### src/core/pwdc_pkg.sv
// Purpose: shared constants and types of the preamble wake and demodulator block
// Assumes: 100 MHz core clock, 8-bit register port
// Notes: offsets are register indices on the 8-bit register port
package pwdc_pkg;
  // ---------------------------------------------------------------
  // register offsets
  // ---------------------------------------------------------------
  localparam logic [7:0] OFS_DEMODULATOR_CONFIG = 8'h00;
  localparam logic [7:0] OFS_ATTACK = 8'h03;
  localparam logic [7:0] OFS_RELEASE = 8'h04;
  localparam logic [7:0] OFS_IF_FILT = 8'h02;
  localparam logic [7:0] OFS_PAT_LEN = 8'h0C;
  localparam logic [7:0] OFS_PAT_LO = 8'h0D;
  localparam logic [7:0] OFS_PAT_HI = 8'h0E;
  localparam logic [7:0] OFS_INT_STAT = 8'h13;
  localparam logic [7:0] OFS_POWER = 8'h14;
  localparam logic [7:0] OFS_STATE = 8'h15;
  localparam logic [7:0] OFS_DET_INT = 8'h17;
  localparam logic [7:0] OFS_WAIT_RATIO = 8'h18;
  // ---------------------------------------------------------------
  // field positions
  // ---------------------------------------------------------------
  localparam int TCTRL_LSB = 0;
  localparam int FSKD_LSB = 3;
  localparam int CHF_LSB = 0;
  localparam int IF_SEL_BIT = 3;
  localparam int MOD_SEL_BIT = 4;
  localparam int XO_EN_BIT = 0;
  localparam int POLL_EN_BIT = 1;
  localparam int RX_EN_BIT = 2;
  localparam int DET_FLAG_BIT = 0;
  localparam int OVR_FLAG_BIT = 1;
  // ---------------------------------------------------------------
  // reset values
  // ---------------------------------------------------------------
  localparam logic [7:0] RST_DEMODULATOR_CONFIG = 8'h00;
  localparam logic [7:0] RST_IF_FILT = 8'h00;
  localparam logic [7:0] RST_ATTACK = 8'hC0;
  localparam logic [7:0] RST_RELEASE = 8'h40;
  localparam logic [3:0] RST_PAT_LEN = 4'hF;
  localparam logic [15:0] RST_PAT = 16'h0000;
  localparam logic [7:0] RST_DET_INT = 8'h00;
  localparam logic [6:0] RST_WAIT_RATIO = 7'h00;
  // ---------------------------------------------------------------
  // timing
  // ---------------------------------------------------------------
  localparam int CLK_PERIOD_PS = 10000;
  localparam int DET_STEP_PS = 80000000;
  localparam int DET_STEP_CYCLES = DET_STEP_PS / CLK_PERIOD_PS;
  localparam logic [15:0] DET_BASE_STEPS = 16'h0006;
  localparam int OVERSAMPLE = 16;
  // ---------------------------------------------------------------
  // types
  // ---------------------------------------------------------------
  typedef enum logic [2:0] {
    ST_SLEEP,
    ST_STANDBY,
    ST_CONT_RX,
    ST_POLL_RX,
    ST_WAIT
  } pwdc_state_t;

  typedef struct packed {
    logic if_sel;
    logic [2:0] channel_filter_select;
    logic modulation_select;
    logic [2:0] demodulator_config_time_control;
    logic [2:0] fsk_demodulator_config_setting;
  } pwdc_demodulator_config_cfg_t;
endpackage : pwdc_pkg

### src/core/pwdc_matcher.sv
// Purpose: manchester preamble matcher on demodulated half-bits
// Assumes: half-bit strobe from the demodulator on the core clock
// Notes: match is a one-cycle registered pulse
`timescale 1ns/10ps
module pwdc_matcher (
  input wire logic clk_i,
  input wire logic reset_i,
  input wire logic ce_i,
  input wire logic restart_i,
  input wire logic half_stb_i,
  input wire logic half_bit_i,
  input wire logic [15:0] word_i,
  input wire logic [3:0] len_i,
  output logic match_o
);
  typedef struct packed {
    logic [31:0] hist;
    logic [5:0] fill;
    logic hit;
  } pwdc_match_t;

  pwdc_match_t s_reg;
  pwdc_match_t s_next;
  logic [31:0] mask;
  logic [5:0] need;

  // ---------------------------------------------------------------
  // helpers
  // ---------------------------------------------------------------
  function automatic logic [31:0] pwdc_encode(input logic [15:0] w, input logic inv);
    logic [31:0] e;
    e = 32'h00000000;
    for (int i = 0; i < 16; i++)
    begin
      e[2*i] = w[i] ^ inv;
      e[2*i+1] = ~w[i] ^ inv;
    end
    return e;
  endfunction : pwdc_encode

  function automatic logic pwdc_hit(input logic [31:0] h, input logic [31:0] e,
                                    input logic [31:0] m);
    return ((h ^ e) & m) == 32'h00000000;
  endfunction : pwdc_hit

  always_comb
  begin
    need = {1'b0, len_i, 1'b0} + 6'h02;
    mask = 32'h00000000;
    for (int i = 0; i < 32; i++)
    begin
      mask[i] = (6'(i) < need);
    end
    s_next = s_reg;
    s_next.hit = 1'b0;
    if (restart_i)
    begin
      s_next.fill = 6'h00;
      s_next.hist = 32'h00000000;
    end
    else if (half_stb_i)
    begin
      s_next.hist = {s_reg.hist[30:0], half_bit_i};
      if (s_reg.fill != 6'h20)
      begin
        s_next.fill = s_reg.fill + 6'h01;
      end
      // either phase of the encoded word counts
      s_next.hit = (s_next.fill >= need)
        && (pwdc_hit(s_next.hist, pwdc_encode(word_i, 1'b0), mask)
        || pwdc_hit(s_next.hist, pwdc_encode(word_i, 1'b1), mask));
    end
  end

  always_ff @(posedge clk_i)
  begin
    if (reset_i)
    begin
      s_reg <= '0;
    end
    else if (ce_i)
    begin
      s_reg <= s_next;
    end
  end

  assign match_o = s_reg.hit;
endmodule : pwdc_matcher

### src/core/pwdc_top.sv
// Purpose: preamble wake, data pin and demodulator configuration of the receiver baseband
// Assumes: register port driven by the serial interface logic on the core clock
// Notes: demodulated data, strobes and strength come from core-clock logic
//
// Operation
// - only pattern bits up to the programmed length take part in matching.
// - a match is declared at either phase of the encoded pattern.
// - continuous receive drives the data pin with demodulated data.
// - half-bits closer than sixteen samples flag an over-rate error.
// - polling receive holds data high; no match returns to wait high.
// - after a match the data pin goes low on entering wait.
// - reading interrupt status raises data, clears polling and enters standby.
// - unread status repeats polling high and wait low cycles.
// - IF select bit picks 400 kHz at 0, 200 kHz at 1.
// - three-bit channel filter select sets receiver bandwidth.
// - modulation select picks amplitude-shift at 0, frequency-shift at 1.
// - demodulator register holds time control and FSK setting fields.
// - FSK demodulator setting is applied only in frequency-shift mode.
// - gain steps down above attack and up below release threshold.
// - status read clears the detected flag and the polling enable.
// - sixteen-bit pattern in two registers, bit 0 most recent.
// - length field value plus one gives the pattern length.
// - detection interval is 0.48 ms plus 0.08 ms per step.
`timescale 1ns/10ps
module pwdc_top #(
  parameter int STEP_CYCLES = pwdc_pkg::DET_STEP_CYCLES
) (
  input wire logic CORE_CLK_I,
  input wire logic RESET_I,
  input wire logic CE_I,
  input wire logic [7:0] REG_ADDR_I,
  input wire logic REG_WR_I,
  input wire logic REG_RD_I,
  input wire logic [7:0] REG_WDATA_I,
  output logic [7:0] REG_RDATA_O,
  input wire logic SAMPLE_STB_I,
  input wire logic HALF_STB_I,
  input wire logic DEMODULATOR_CONFIG_BIT_I,
  input wire logic RSSI_STB_I,
  input wire logic [7:0] RSSI_RAW_I,
  output logic DATA_O,
  output logic RX_ON_O,
  output logic GAIN_LOW_O,
  output pwdc_pkg::pwdc_demodulator_config_cfg_t DEMODULATOR_CONFIG_CFG_O
);
  typedef struct packed {
    pwdc_pkg::pwdc_state_t st;
    logic [7:0] demodulator_config;
    logic [7:0] if_filt;
    logic [7:0] attack;
    logic [7:0] release_th;
    logic [3:0] pat_len;
    logic [15:0] pat;
    logic [7:0] det_int;
    logic [6:0] ratio;
    logic xo_en;
    logic poll_en;
    logic rx_en;
    logic det_flag;
    logic ovr_flag;
    logic [15:0] cyc;
    logic [15:0] steps;
    logic [4:0] ovs;
    logic [7:0] rdata;
    logic data;
    logic gain_low;
  } pwdc_regs_t;

  pwdc_regs_t s_reg;
  pwdc_regs_t s_next;
  logic match;
  logic active;
  logic step_end;
  logic [15:0] det_steps;
  logic [15:0] wait_steps;
  logic stat_rd;
  logic [7:0] rd_val;

  // ---------------------------------------------------------------
  // preamble matcher
  // ---------------------------------------------------------------
  pwdc_matcher u_matcher (
    .clk_i(CORE_CLK_I),
    .reset_i(RESET_I),
    .ce_i(CE_I),
    .restart_i(s_reg.st != pwdc_pkg::ST_POLL_RX),
    .half_stb_i(HALF_STB_I),
    .half_bit_i(DEMODULATOR_CONFIG_BIT_I),
    .word_i(s_reg.pat),
    .len_i(s_reg.pat_len),
    .match_o(match)
  );

  // ---------------------------------------------------------------
  // next state
  // ---------------------------------------------------------------
  always_comb
  begin
    s_next = s_reg;
    active = (s_reg.st == pwdc_pkg::ST_CONT_RX) || (s_reg.st == pwdc_pkg::ST_POLL_RX);
    step_end = (s_reg.cyc == 16'(STEP_CYCLES - 1));
    det_steps = pwdc_pkg::DET_BASE_STEPS + {8'h00, s_reg.det_int};
    wait_steps = 16'(det_steps * ({9'h000, s_reg.ratio} + 16'h0001));
    stat_rd = REG_RD_I && (REG_ADDR_I == pwdc_pkg::OFS_INT_STAT);
    // register read mux
    case (REG_ADDR_I)
      pwdc_pkg::OFS_DEMODULATOR_CONFIG: rd_val = s_reg.demodulator_config;
      pwdc_pkg::OFS_IF_FILT: rd_val = s_reg.if_filt;
      pwdc_pkg::OFS_ATTACK: rd_val = s_reg.attack;
      pwdc_pkg::OFS_RELEASE: rd_val = s_reg.release_th;
      pwdc_pkg::OFS_PAT_LEN: rd_val = {4'h0, s_reg.pat_len};
      pwdc_pkg::OFS_PAT_LO: rd_val = s_reg.pat[7:0];
      pwdc_pkg::OFS_PAT_HI: rd_val = s_reg.pat[15:8];
      pwdc_pkg::OFS_INT_STAT: rd_val = {6'h00, s_reg.ovr_flag, s_reg.det_flag};
      pwdc_pkg::OFS_POWER: rd_val = {5'h00, s_reg.rx_en, s_reg.poll_en, s_reg.xo_en};
      pwdc_pkg::OFS_STATE: rd_val = {5'h00, s_reg.st};
      pwdc_pkg::OFS_DET_INT: rd_val = s_reg.det_int;
      pwdc_pkg::OFS_WAIT_RATIO: rd_val = {1'b0, s_reg.ratio};
      default: rd_val = 8'h00;
    endcase
    if (REG_RD_I)
    begin
      s_next.rdata = rd_val;
    end
    // register writes; configuration is locked while the receiver runs
    if (REG_WR_I)
    begin
      if (REG_ADDR_I == pwdc_pkg::OFS_POWER)
      begin
        s_next.xo_en = REG_WDATA_I[pwdc_pkg::XO_EN_BIT];
        s_next.poll_en = REG_WDATA_I[pwdc_pkg::POLL_EN_BIT];
        s_next.rx_en = REG_WDATA_I[pwdc_pkg::RX_EN_BIT];
      end
      else if (!active)
      begin
        case (REG_ADDR_I)
          pwdc_pkg::OFS_DEMODULATOR_CONFIG: s_next.demodulator_config = REG_WDATA_I;
          pwdc_pkg::OFS_IF_FILT: s_next.if_filt = REG_WDATA_I;
          pwdc_pkg::OFS_ATTACK: s_next.attack = REG_WDATA_I;
          pwdc_pkg::OFS_RELEASE: s_next.release_th = REG_WDATA_I;
          pwdc_pkg::OFS_PAT_LEN: s_next.pat_len = REG_WDATA_I[3:0];
          pwdc_pkg::OFS_PAT_LO: s_next.pat[7:0] = REG_WDATA_I;
          pwdc_pkg::OFS_PAT_HI: s_next.pat[15:8] = REG_WDATA_I;
          pwdc_pkg::OFS_DET_INT: s_next.det_int = REG_WDATA_I;
          pwdc_pkg::OFS_WAIT_RATIO: s_next.ratio = REG_WDATA_I[6:0];
          default: s_next.demodulator_config = s_reg.demodulator_config;
        endcase
      end
    end
    // status read clears; a new event in the same cycle wins
    if (stat_rd)
    begin
      s_next.det_flag = 1'b0;
      s_next.ovr_flag = 1'b0;
      s_next.poll_en = 1'b0;
    end
    if (match)
    begin
      s_next.det_flag = 1'b1;
    end
    // oversampling check on half-bit spacing
    if (HALF_STB_I)
    begin
      if (active && s_reg.ovs < 5'(pwdc_pkg::OVERSAMPLE - 1))
      begin
        s_next.ovr_flag = 1'b1;
      end
      s_next.ovs = 5'h00;
    end
    else if (SAMPLE_STB_I && s_reg.ovs != 5'h1F)
    begin
      s_next.ovs = s_reg.ovs + 5'h01;
    end
    // interval timing
    s_next.cyc = step_end ? 16'h0000 : s_reg.cyc + 16'h0001;
    if (step_end)
    begin
      s_next.steps = s_reg.steps + 16'h0001;
    end
    // power state machine
    case (s_reg.st)
      pwdc_pkg::ST_SLEEP:
      begin
        if (s_next.xo_en)
        begin
          s_next.st = pwdc_pkg::ST_STANDBY;
        end
      end
      pwdc_pkg::ST_STANDBY:
      begin
        s_next.cyc = 16'h0000;
        s_next.steps = 16'h0000;
        if (!s_next.xo_en)
        begin
          s_next.st = pwdc_pkg::ST_SLEEP;
        end
        else if (s_next.poll_en)
        begin
          s_next.st = pwdc_pkg::ST_WAIT;
        end
        else if (s_next.rx_en)
        begin
          s_next.st = pwdc_pkg::ST_CONT_RX;
        end
      end
      pwdc_pkg::ST_CONT_RX:
      begin
        if (!s_next.rx_en || !s_next.xo_en)
        begin
          s_next.st = pwdc_pkg::ST_STANDBY;
        end
      end
      pwdc_pkg::ST_POLL_RX:
      begin
        if (!s_next.poll_en || !s_next.xo_en)
        begin
          s_next.st = pwdc_pkg::ST_STANDBY;
        end
        else if (step_end && s_reg.steps == det_steps - 16'h0001)
        begin
          s_next.st = pwdc_pkg::ST_WAIT;
          s_next.steps = 16'h0000;
        end
      end
      pwdc_pkg::ST_WAIT:
      begin
        if (!s_next.poll_en || !s_next.xo_en)
        begin
          s_next.st = pwdc_pkg::ST_STANDBY;
        end
        else if (step_end && s_reg.steps == wait_steps - 16'h0001)
        begin
          s_next.st = pwdc_pkg::ST_POLL_RX;
          s_next.steps = 16'h0000;
        end
      end
      default: s_next.st = pwdc_pkg::ST_SLEEP;
    endcase
    // data pin
    if (s_next.st == pwdc_pkg::ST_CONT_RX)
    begin
      s_next.data = DEMODULATOR_CONFIG_BIT_I;
    end
    else if (s_next.st == pwdc_pkg::ST_WAIT && s_next.det_flag
      && (s_reg.st == pwdc_pkg::ST_POLL_RX || !s_reg.data))
    begin
      // falls only on wait entry; a late match waits for the next entry
      s_next.data = 1'b0;
    end
    else
    begin
      s_next.data = 1'b1;
    end
    // two-threshold gain control
    if (RSSI_STB_I && active)
    begin
      if (RSSI_RAW_I > s_reg.attack)
      begin
        s_next.gain_low = 1'b1;
      end
      else if (RSSI_RAW_I < s_reg.release_th)
      begin
        s_next.gain_low = 1'b0;
      end
    end
  end

  always_ff @(posedge CORE_CLK_I)
  begin
    if (RESET_I)
    begin
      s_reg <= '0;
      s_reg.st <= pwdc_pkg::ST_SLEEP;
      s_reg.demodulator_config <= pwdc_pkg::RST_DEMODULATOR_CONFIG;
      s_reg.if_filt <= pwdc_pkg::RST_IF_FILT;
      s_reg.attack <= pwdc_pkg::RST_ATTACK;
      s_reg.release_th <= pwdc_pkg::RST_RELEASE;
      s_reg.pat_len <= pwdc_pkg::RST_PAT_LEN;
      s_reg.pat <= pwdc_pkg::RST_PAT;
      s_reg.det_int <= pwdc_pkg::RST_DET_INT;
      s_reg.ratio <= pwdc_pkg::RST_WAIT_RATIO;
      s_reg.data <= 1'b1;
    end
    else if (CE_I)
    begin
      s_reg <= s_next;
    end
  end

  // ---------------------------------------------------------------
  // outputs
  // ---------------------------------------------------------------
  assign REG_RDATA_O = s_reg.rdata;
  assign DATA_O = s_reg.data;
  assign GAIN_LOW_O = s_reg.gain_low;
  assign RX_ON_O = (s_reg.st == pwdc_pkg::ST_CONT_RX) || (s_reg.st == pwdc_pkg::ST_POLL_RX);
  // whole struct in one assignment, fields in declaration order
  assign DEMODULATOR_CONFIG_CFG_O = {
    s_reg.if_filt[pwdc_pkg::IF_SEL_BIT],
    s_reg.if_filt[pwdc_pkg::CHF_LSB +: 3],
    s_reg.if_filt[pwdc_pkg::MOD_SEL_BIT],
    s_reg.demodulator_config[pwdc_pkg::TCTRL_LSB +: 3],
    (s_reg.if_filt[pwdc_pkg::MOD_SEL_BIT]
      ? s_reg.demodulator_config[pwdc_pkg::FSKD_LSB +: 3] : 3'h0)
  };
endmodule : pwdc_top

### config.mk
export PLATFORM = sky130hd
export DESIGN_NAME = pwdc_top
export DESIGN_NICKNAME = d
export VERILOG_FILES = /design/src/core/pwdc_pkg.sv /design/src/core/pwdc_matcher.sv /design/src/core/pwdc_top.sv
export SDC_FILE = /design/constraint.sdc
export NUM_CORES = 1
export LEC_CHECK = 0
export ABC_AREA = 1
export BUFFER_PORTS_ARGS = -buffer_cell sky130_fd_sc_hd__buf_4
export CAP_MARGIN = 0
export CORE_MARGIN = 1
export CORE_UTILIZATION = 35
export CTS_BUF_LIST = sky130_fd_sc_hd__clkbuf_4 sky130_fd_sc_hd__clkbuf_8
export DETAILED_ROUTE_END_ITERATION = 16
export PLACE_DENSITY = 0.63
export SETUP_SLACK_MARGIN = 0.1
export SYNTH_ARGS = -nofsm -noshare
export SYNTH_HDL_FRONTEND = slang
export SYNTH_SLANG_ARGS = --single-unit
### constraint.sdc
create_clock -name CORE_CLK_I -period 4.95 [get_ports CORE_CLK_I]
set_input_delay 0.2475 -clock CORE_CLK_I [delete_from_list [all_inputs] [get_ports CORE_CLK_I]]
set_output_delay 0.2475 -clock CORE_CLK_I [all_outputs]
set_load 0.01 [all_outputs]
==> results.py, run 1 <==
metrics = {
    "status": {
        "outcome": "finished, violations left",
        "violations": "setup timing",
    },
    "power": {
        "p_leak_uw": 0.00586,
        "ir_worst_vdd_uv": 221,
        "power_density_nw_per_um2": 179,
        "p_total_uw": 2510,
    },
    "timing": {
        "worst_slack_ns": -0.357,
        "finalSetupViolations": 20,
        "finalCritPeriodShare": 1.07,
        "fin_worst_skew_ns": 0.0393,
        "hold_viol_final": 0,
        "tns_ns": -6.57,
        "max_slew_margin": 0.443,
        "slew_viol_final": 0,
        "layout_min_cycle_time_ns": 5.31,
        "rsz0062_at_grt": "yes",
        "max_freq_ghz": 0.188,
        "tightest_slew_ns": 0.835,
    },
    "synth": {
        "synth_area_um2": 11600,
        "synth.area.top_cells": "dfxtp_1 28%, nand2_1 13%, fa_1 8.1%",
        "post-synth-top-area-cell": "dfxtp_1",
        "syn_nets": 1827,
        "avgSynthCellArea_um2": 6.93,
        "ys_ff_latch": 160,
        "yosysSeqAreaShare": 0.275,
        "ys.flop_type": "dfxtp_1",
        "synth_edf_count": 0,
        "syn_inst": 1679,
        "synth_cell_types": 54,
        "postSynth.asyncResetShare": 0,
        "synth_top_area_frac": 0.275,
        "synth-warning-count": 0,
    },
    "floorplan": {
        "dieArea_um2": 34000,
        "fp.dieH_um": 184,
        "initial_core_util": 0.357,
        "fp.dieW_um": 184,
        "row_count": 66,
        "pin_count": 55,
        "coreArea_um2": 32600,
    },
    "hold_path": {
        "hold_end": "s_reg[102]",
        "hold_depth": 3,
        "hp-class": "in -> reg",
        "min_from": "REG_WDATA_I[7]",
    },
    "detailed_routing": {
        "dr.first_iter.drc_count": 829,
        "vias": 11100,
        "first_pass_iters": 5,
        "routed_wirelength_mm": 32.5,
        "drc_errors": 0,
        "antenna_left": 0,
        "wl_per_cell_um": 14.4,
        "via_per_inst": 4.91,
    },
    "worst_setup_path": {
        "cp-end-kind": "flip-flop",
        "regToRegEndpoint": "s_reg[15]",
        "ff2ff_path_depth": 32,
        "rr_startpoint": "s_reg[60]",
        "critical-path-max-stage-delay_ns": 0.56,
        "cp_common_cell": "nand2_1",
        "path_buf_inv": 4,
        "path_delay_family": "adder cells",
        "crit_type": "reg -> reg",
        "r2r_slack_ns": -0.36,
        "startpoint_type": "flip-flop",
        "required_ns": 5.31,
        "path_max_fanout": 8,
        "crit_cells": 32,
        "critPathSlowestCell": "fa_1",
        "cp.arrival_ns": 5.67,
    },
    "cells_and_area": {
        "diodes": 0,
        "final-seq-area_um2": 3220,
        "nets": 1947,
        "multiInputGateArea_um2": 7690,
        "largest_reg_flops": 104,
        "drive_above_1_share": 0.168,
        "area_delta_synth_final_pct": 20.1,
        "fillers": 3317,
    },
    "clock_tree": {
        "cts_tree": "built",
        "cts_htree_levels": 4,
        "clk_latency_ns": 0.50,
        "clock_path_buffers": 2,
        "clk_pin_slew_ns": 0.11,
        "clockRootBuffer": "clkbuf_8",
        "cts_buffers": 17,
        "cts.sinks": 160,
    },
    "placed_design": {
        "dp_slack_ns": -0.504,
        "place.gp.congestion": 0.902,
        "port_buffers": 54,
        "dpl.hpwl_mm": 24.7,
    },
    "global_routing": {
        "antenna_found_initial": 0,
        "grt_use_total": 0.198,
        "grt_pass1_wl_mm": 53.9,
        "grt_max_degree": 76,
        "grt_pass1_vias": 10700,
        "gr-total-overflow": 0,
    },
    "run": {
        "drv.max_cap_violation_count": 0,
    },
}
-- worst register-to-register path, delay by kind of cell, from the launching register on --
| family | cells | cell delay [ns] |
|---|---|---|
| DFF | 1 | 0.38 |
| buffers and inverters | 4 | 0.31 |
| and+or+nand+nor | 22 | 2.06 |
| adders and majority gates | 6 | 2.45 |
-- cell families after synthesis --
group / count (synthesis) / share of synthesized area
and+or+nand+nor: 723 / 0.261
buffers and inverters: 288 / 0.100
adders and majority gates: 115 / 0.154
xor gates and xnor gates: 68 / 0.0518
DFF: 160 / 0.275
AOI/OAI and AO/OA: 325 / 0.158
-- per-layer routing --
metal,part of all wire,up-vias,track usage
met3,0.041,43,0.0251
li1,-,5695,-
met1,0.47,5070,0.260
met2,0.47,269,0.339
met4,0.022,0,0.0557
met5,0,-,0
-- stage by stage --
stage          area [µm²]  hold WS (ns)  utilization  instances
3_5_place_dp        13200         0.451        0.404       2204
3_3_place_gp        13200         0.443        0.404       2204
5_1_grt             14000        0.0433        0.429       2254
2_1_floorplan       11900         0.374            -       1679
6_report            14000        0.0664        0.429       2254
4_1_cts             13800        0.0366        0.423       2246
-- cell usage after synthesis, types with 4 or more instances --
master and n:
dfxtp_1 160, nand3b_1 6, clkbuf_1 36, nand3_1 75, xnor2_1 25, a21oi_1 144
inv_1 221, buf_2 5, nor2_1 151, nand2_2 7, o211ai_1 6, fa_1 47
o31ai_1 4, ha_1 68, o2111ai_1 4, nand4_1 18, o21ai_0 98, a211oi_1 5
nor2_2 14, o22ai_1 17, a221oi_1 18, xor2_1 42, inv_2 4, nor4_1 5
nand2_1 410, o21ai_1 5, buf_4 16, nor3_1 23
-- placed cells by master (no fill, tap or decap), types with 5 or more instances in the layout --
cell type  synthesis  final
inv_2              4      8
nand2_1          410    389
inv_4              1      5
o22ai_1           17     17
fa_1              47     46
ha_4               0     10
a21oi_1          144    139
nor4_1             5      5
nor2_1           151    137
nand2_4            1      7
o21ai_0           98     96
nor2_4             3      7
xnor2_1           25     25
o211ai_1           6      6
a211oi_1           5      5
nand2_2            7     21
dfxtp_1          160    154
clkbuf_8           0     17
clkinv_8           0      7
nand3b_1           6      6
ha_1              68     58
nor2_2            14     24
a221oi_1          18     18
inv_1            221    213
xor2_1            42     40
nand3_1           75     70
nand4_1           18     18
buf_4             16    156
nor3_1            23     23
-- worst max path at each step --
stage,start,to,slack (ns)
2_1_floorplan,s_reg[60],s_reg[30],0.04
3_3_place_gp,s_reg[52],s_reg[25],-0.32
3_5_place_dp,s_reg[52],s_reg[17],-0.50
4_1_cts,s_reg[60],s_reg[15],-0.27
5_1_grt,s_reg[60],s_reg[15],-0.64
6_report,s_reg[60],s_reg[15],-0.36
-- cell type report --
class | count | share of cell area
clock inverter | 15 | 0.0134
inverter | 229 | 0.0624
tap | 442 | 0.0396
timing repair buffer | 159 | 0.0874
clock buffer | 17 | 0.0167
multi-input combinational | 1232 | 0.550
sequential | 160 | 0.230
-- what timing repair did --
item                                    CTS  global route
resized for setup                        29            35
endpoints found under the hold margin     0             0
hold buffers                              0             0
endpoints found under the setup margin   20            20
cloned                                    1             0
setup buffers                             9             8
pin swaps                                28            46
-- power by group --
group          switching (µW)  internal [µW]  leakage (µW)  total (µW)
Clock                     620            391      0.000211        1010
Sequential               8.82           1290       0.00129        1300
Combinational             129           66.3       0.00435         195
Note: power is estimated with default switching activity, not from simulation.
==> inputs of run 2 (changes only) <==
--- a/config.mk
+++ b/config.mk
@@ -5,7 +5,7 @@
 export SDC_FILE = /design/constraint.sdc
 export NUM_CORES = 1
 export LEC_CHECK = 0
-export ABC_AREA = 1
+export ABC_AREA = 0
 export BUFFER_PORTS_ARGS = -buffer_cell sky130_fd_sc_hd__buf_4
 export CAP_MARGIN = 0
 export CORE_MARGIN = 1
@@ -14,6 +14,7 @@
 export DETAILED_ROUTE_END_ITERATION = 16
 export PLACE_DENSITY = 0.63
 export SETUP_SLACK_MARGIN = 0.1
+export SLEW_MARGIN = 20
 export SYNTH_ARGS = -nofsm -noshare
 export SYNTH_HDL_FRONTEND = slang
 export SYNTH_SLANG_ARGS = --single-unit
==> run 2 against run 1 <==
  * The run still ends with setup timing left
  * Critical endpoint is now DATA_O
  * Area after synthesis up 1.1%
  * Utilization is 1.0 points lower
  * Synthesized cell count is 12% lower
  * Register-to-register slack worse by 0.81 ns
  * Final area decreased by 1.8%
  * Via count shrank 1.8%
  * Critical path type unchanged
  * Clock power increased by 9.9%
  * Cell count decreased by 10%
  * Maximum frequency down 13%
==> results.py, run 2 <==
metrics = {
    "floorplan": {
        "dieArea_um2": 34400,
        "initial_core_util": 0.359,
        "pin_count": 55,
        "fp.dieW_um": 185,
        "coreArea_um2": 32800,
        "fp.dieH_um": 185,
        "row_count": 66,
    },
    "detailed_routing": {
        "wl_per_cell_um": 16.7,
        "via_per_inst": 5.39,
        "drc_errors": 0,
        "vias": 10900,
        "first_pass_iters": 5,
        "dr.first_iter.drc_count": 832,
        "antenna_left": 0,
        "routed_wirelength_mm": 33.7,
    },
    "clock_tree": {
        "cts.sinks": 160,
        "cts_tree": "built",
        "clockRootBuffer": "clkbuf_8",
        "cts_buffers": 17,
        "clock_path_buffers": 2,
        "cts_htree_levels": 4,
        "clk_pin_slew_ns": 0.12,
        "clk_latency_ns": 0.48,
    },
    "worst_setup_path": {
        "startpoint_type": "flip-flop",
        "cp-end-kind": "flip-flop",
        "rr_startpoint": "s_reg[60]",
        "path_max_fanout": 7,
        "cp.arrival_ns": 6.43,
        "startpoint": "s_reg[60]",
        "crit_type": "reg -> reg",
        "required_ns": 5.26,
    },
    "synth": {
        "postSynth.asyncResetShare": 0,
        "syn_inst": 1485,
        "syn_nets": 1633,
        "synth.most_common_cell": "nand2_1",
        "ys_ff_latch": 160,
        "yosysSeqAreaShare": 0.272,
        "synth_cell_types": 78,
        "avgSynthCellArea_um2": 7.92,
        "synth_area_um2": 11800,
        "synth_edf_count": 0,
        "ys_top_cells_by_count": "179 x nand2_1, 160 x dfxtp_1, 134 x nor2_1",
        "synth_top_area_frac": 0.272,
        "synth.area.top_cells": "dfxtp_1 27%, fa_1 8.0%, ha_1 7.2%",
        "post-synth-top-area-cell": "dfxtp_1",
        "synth-warning-count": 0,
        "ys.flop_type": "dfxtp_1",
    },
    "cells_and_area": {
        "final_cell_area_um2": 13700,
        "largest_reg_flops": 104,
        "drive_above_1_share": 0.161,
        "nets": 1709,
        "final_common_cell": "nand2_1",
        "layout_common_cells": "177 x nand2_1, 155 x dfxtp_1, 153 x buf_4",
        "final_util": 0.419,
        "area_delta_synth_final_pct": 16.7,
    },
    "global_routing": {
        "grt_pass1_vias": 10300,
        "antenna_found_initial": 2,
        "gr-total-overflow": 0,
        "grt_pass1_wl_mm": 53.9,
        "grt_use_total": 0.199,
        "grt_max_degree": 113,
    },
    "hold_path": {
        "min_from": "REG_WDATA_I[7]",
        "hp-class": "in -> reg",
    },
    "status": {
        "outcome": "finished, violations left",
        "violations": "setup timing",
    },
    "placed_design": {
        "port_buffers": 54,
        "place.gp.congestion": 0.896,
        "dpl.hpwl_mm": 25.5,
        "dpl_cell_area_um2": 13200,
    },
    "timing": {
        "finalCritPeriodShare": 1.24,
        "finalSetupViolations": 20,
        "slew_viol_final": 0,
        "worst_slack_ns": -1.17,
        "max_slew_margin": 0.399,
        "tns_ns": -22.44,
        "fin_worst_skew_ns": 0.0230,
        "rsz0062_at_grt": "yes",
        "max_freq_ghz": 0.163,
        "hold_viol_final": 0,
        "layout_min_cycle_time_ns": 6.12,
        "tightest_slew_ns": 0.901,
    },
    "run": {
        "drv.max_cap_violation_count": 0,
    },
    "power": {
        "ir_worst_vdd_uv": 144,
        "p_leak_uw": 0.00515,
        "power_density_nw_per_um2": 189,
    },
}
[run 2: per-stage QoR]
stage,total power [µW],setup WS (ns),hold slack [ns],std cells
after floorplan,1440,-0.939,0.395,1485
after global placement,1500,-1.14,0.442,1980
after detailed placement,1510,-1.33,0.447,1980
after CTS,2620,-1.18,0.0595,2015
after global routing,2690,-1.36,0.0663,2018
final,2600,-1.17,0.0881,2018
[run 2: worst paths after layout]
| check | to | slack [ns] | cells past startpoint |
|---|---|---|---|
| max | DATA_O | -1.17 | 21 |
| min | s_reg[94] | 0.09 | 3 |
| max reg2reg | DATA_O | -1.17 | 21 |
| min reg2reg | s_reg[118] | 0.46 | 2 |
[run 2: cell families (layout without fill, tap and decap cells)]
family / Yosys count / after routing / synth area share
XOR/XNOR: 94 / 94 / 0.0739
buffers and inverters: 193 / 281 / 0.0709
other: 0 / 2 / 0
adder cells (fa/ha/maj): 115 / 115 / 0.152
flip-flops: 160 / 160 / 0.272
AND/OR/NAND/NOR: 597 / 597 / 0.244
AO/OA/AOI/OAI: 310 / 311 / 0.173
multiplexers: 16 / 16 / 0.0139
[run 2: layout make-up]
cell class                      instances  area [µm²]
Timing Repair Buffer                  156        1180
Tap cell                              442         553
Inverter                               93         352
Multi-Input combinational cell       1133        7970
Clock buffer                           17         234
Fill cell                            3343       19100
Clock inverter                         15         221
Sequential cell                       160        3210
Antenna cell                            2        5.00
[run 2: per-layer routing]
layer	vias to the layer above	global-route usage	part of all wire	wire, µm
met2	288	0.335	0.48	16200
met1	5213	0.257	0.44	14800
met5	-	0	0	0
li1	5322	-	-	-
met3	56	0.0330	0.057	1930
met4	0	0.0658	0.021	717
[run 2: worst max-delay path, stage by stage, from the launching register on]
cell,delay (ns)
dfxtp_4,0.38
inv_4,0.04
ha_4,0.17
and3b_2,0.30
xor2_4,0.28
buf_6,0.15
nand2_4,0.04
fa_1,0.45
fa_1,0.52
fa_1,0.44
fa_1,0.52
inv_2,0.05
ha_4,0.24
o2111a_1,0.25
a211o_1,0.30
xnor2_1,0.13
or4_1,0.41
or3_4,0.38
or4_4,0.55
o211a_1,0.15
o22ai_1,0.11
a31oi_1,0.09
[run 2: timing repair]
| action | CTS | global route |
|---|---|---|
| endpoints found under the setup margin | 20 | 20 |
| gates resized for setup | 9 | 11 |
| hold endpoints to repair | 1 | 0 |
| pin swaps | 15 | 6 |
| setup buffers | 1 | 1 |
| hold buffers | 1 | 0 |
| gates cloned | 1 | 0 |
[run 2: where the power goes]
| part | total [µW] | switching (µW) | internal (µW) |
|---|---|---|---|
| logic | 182 | 119 | 63.1 |
| clock network | 1110 | 587 | 528 |
| registers | 1300 | 8.64 | 1290 |
| total | 2600 | 715 | 1880 |
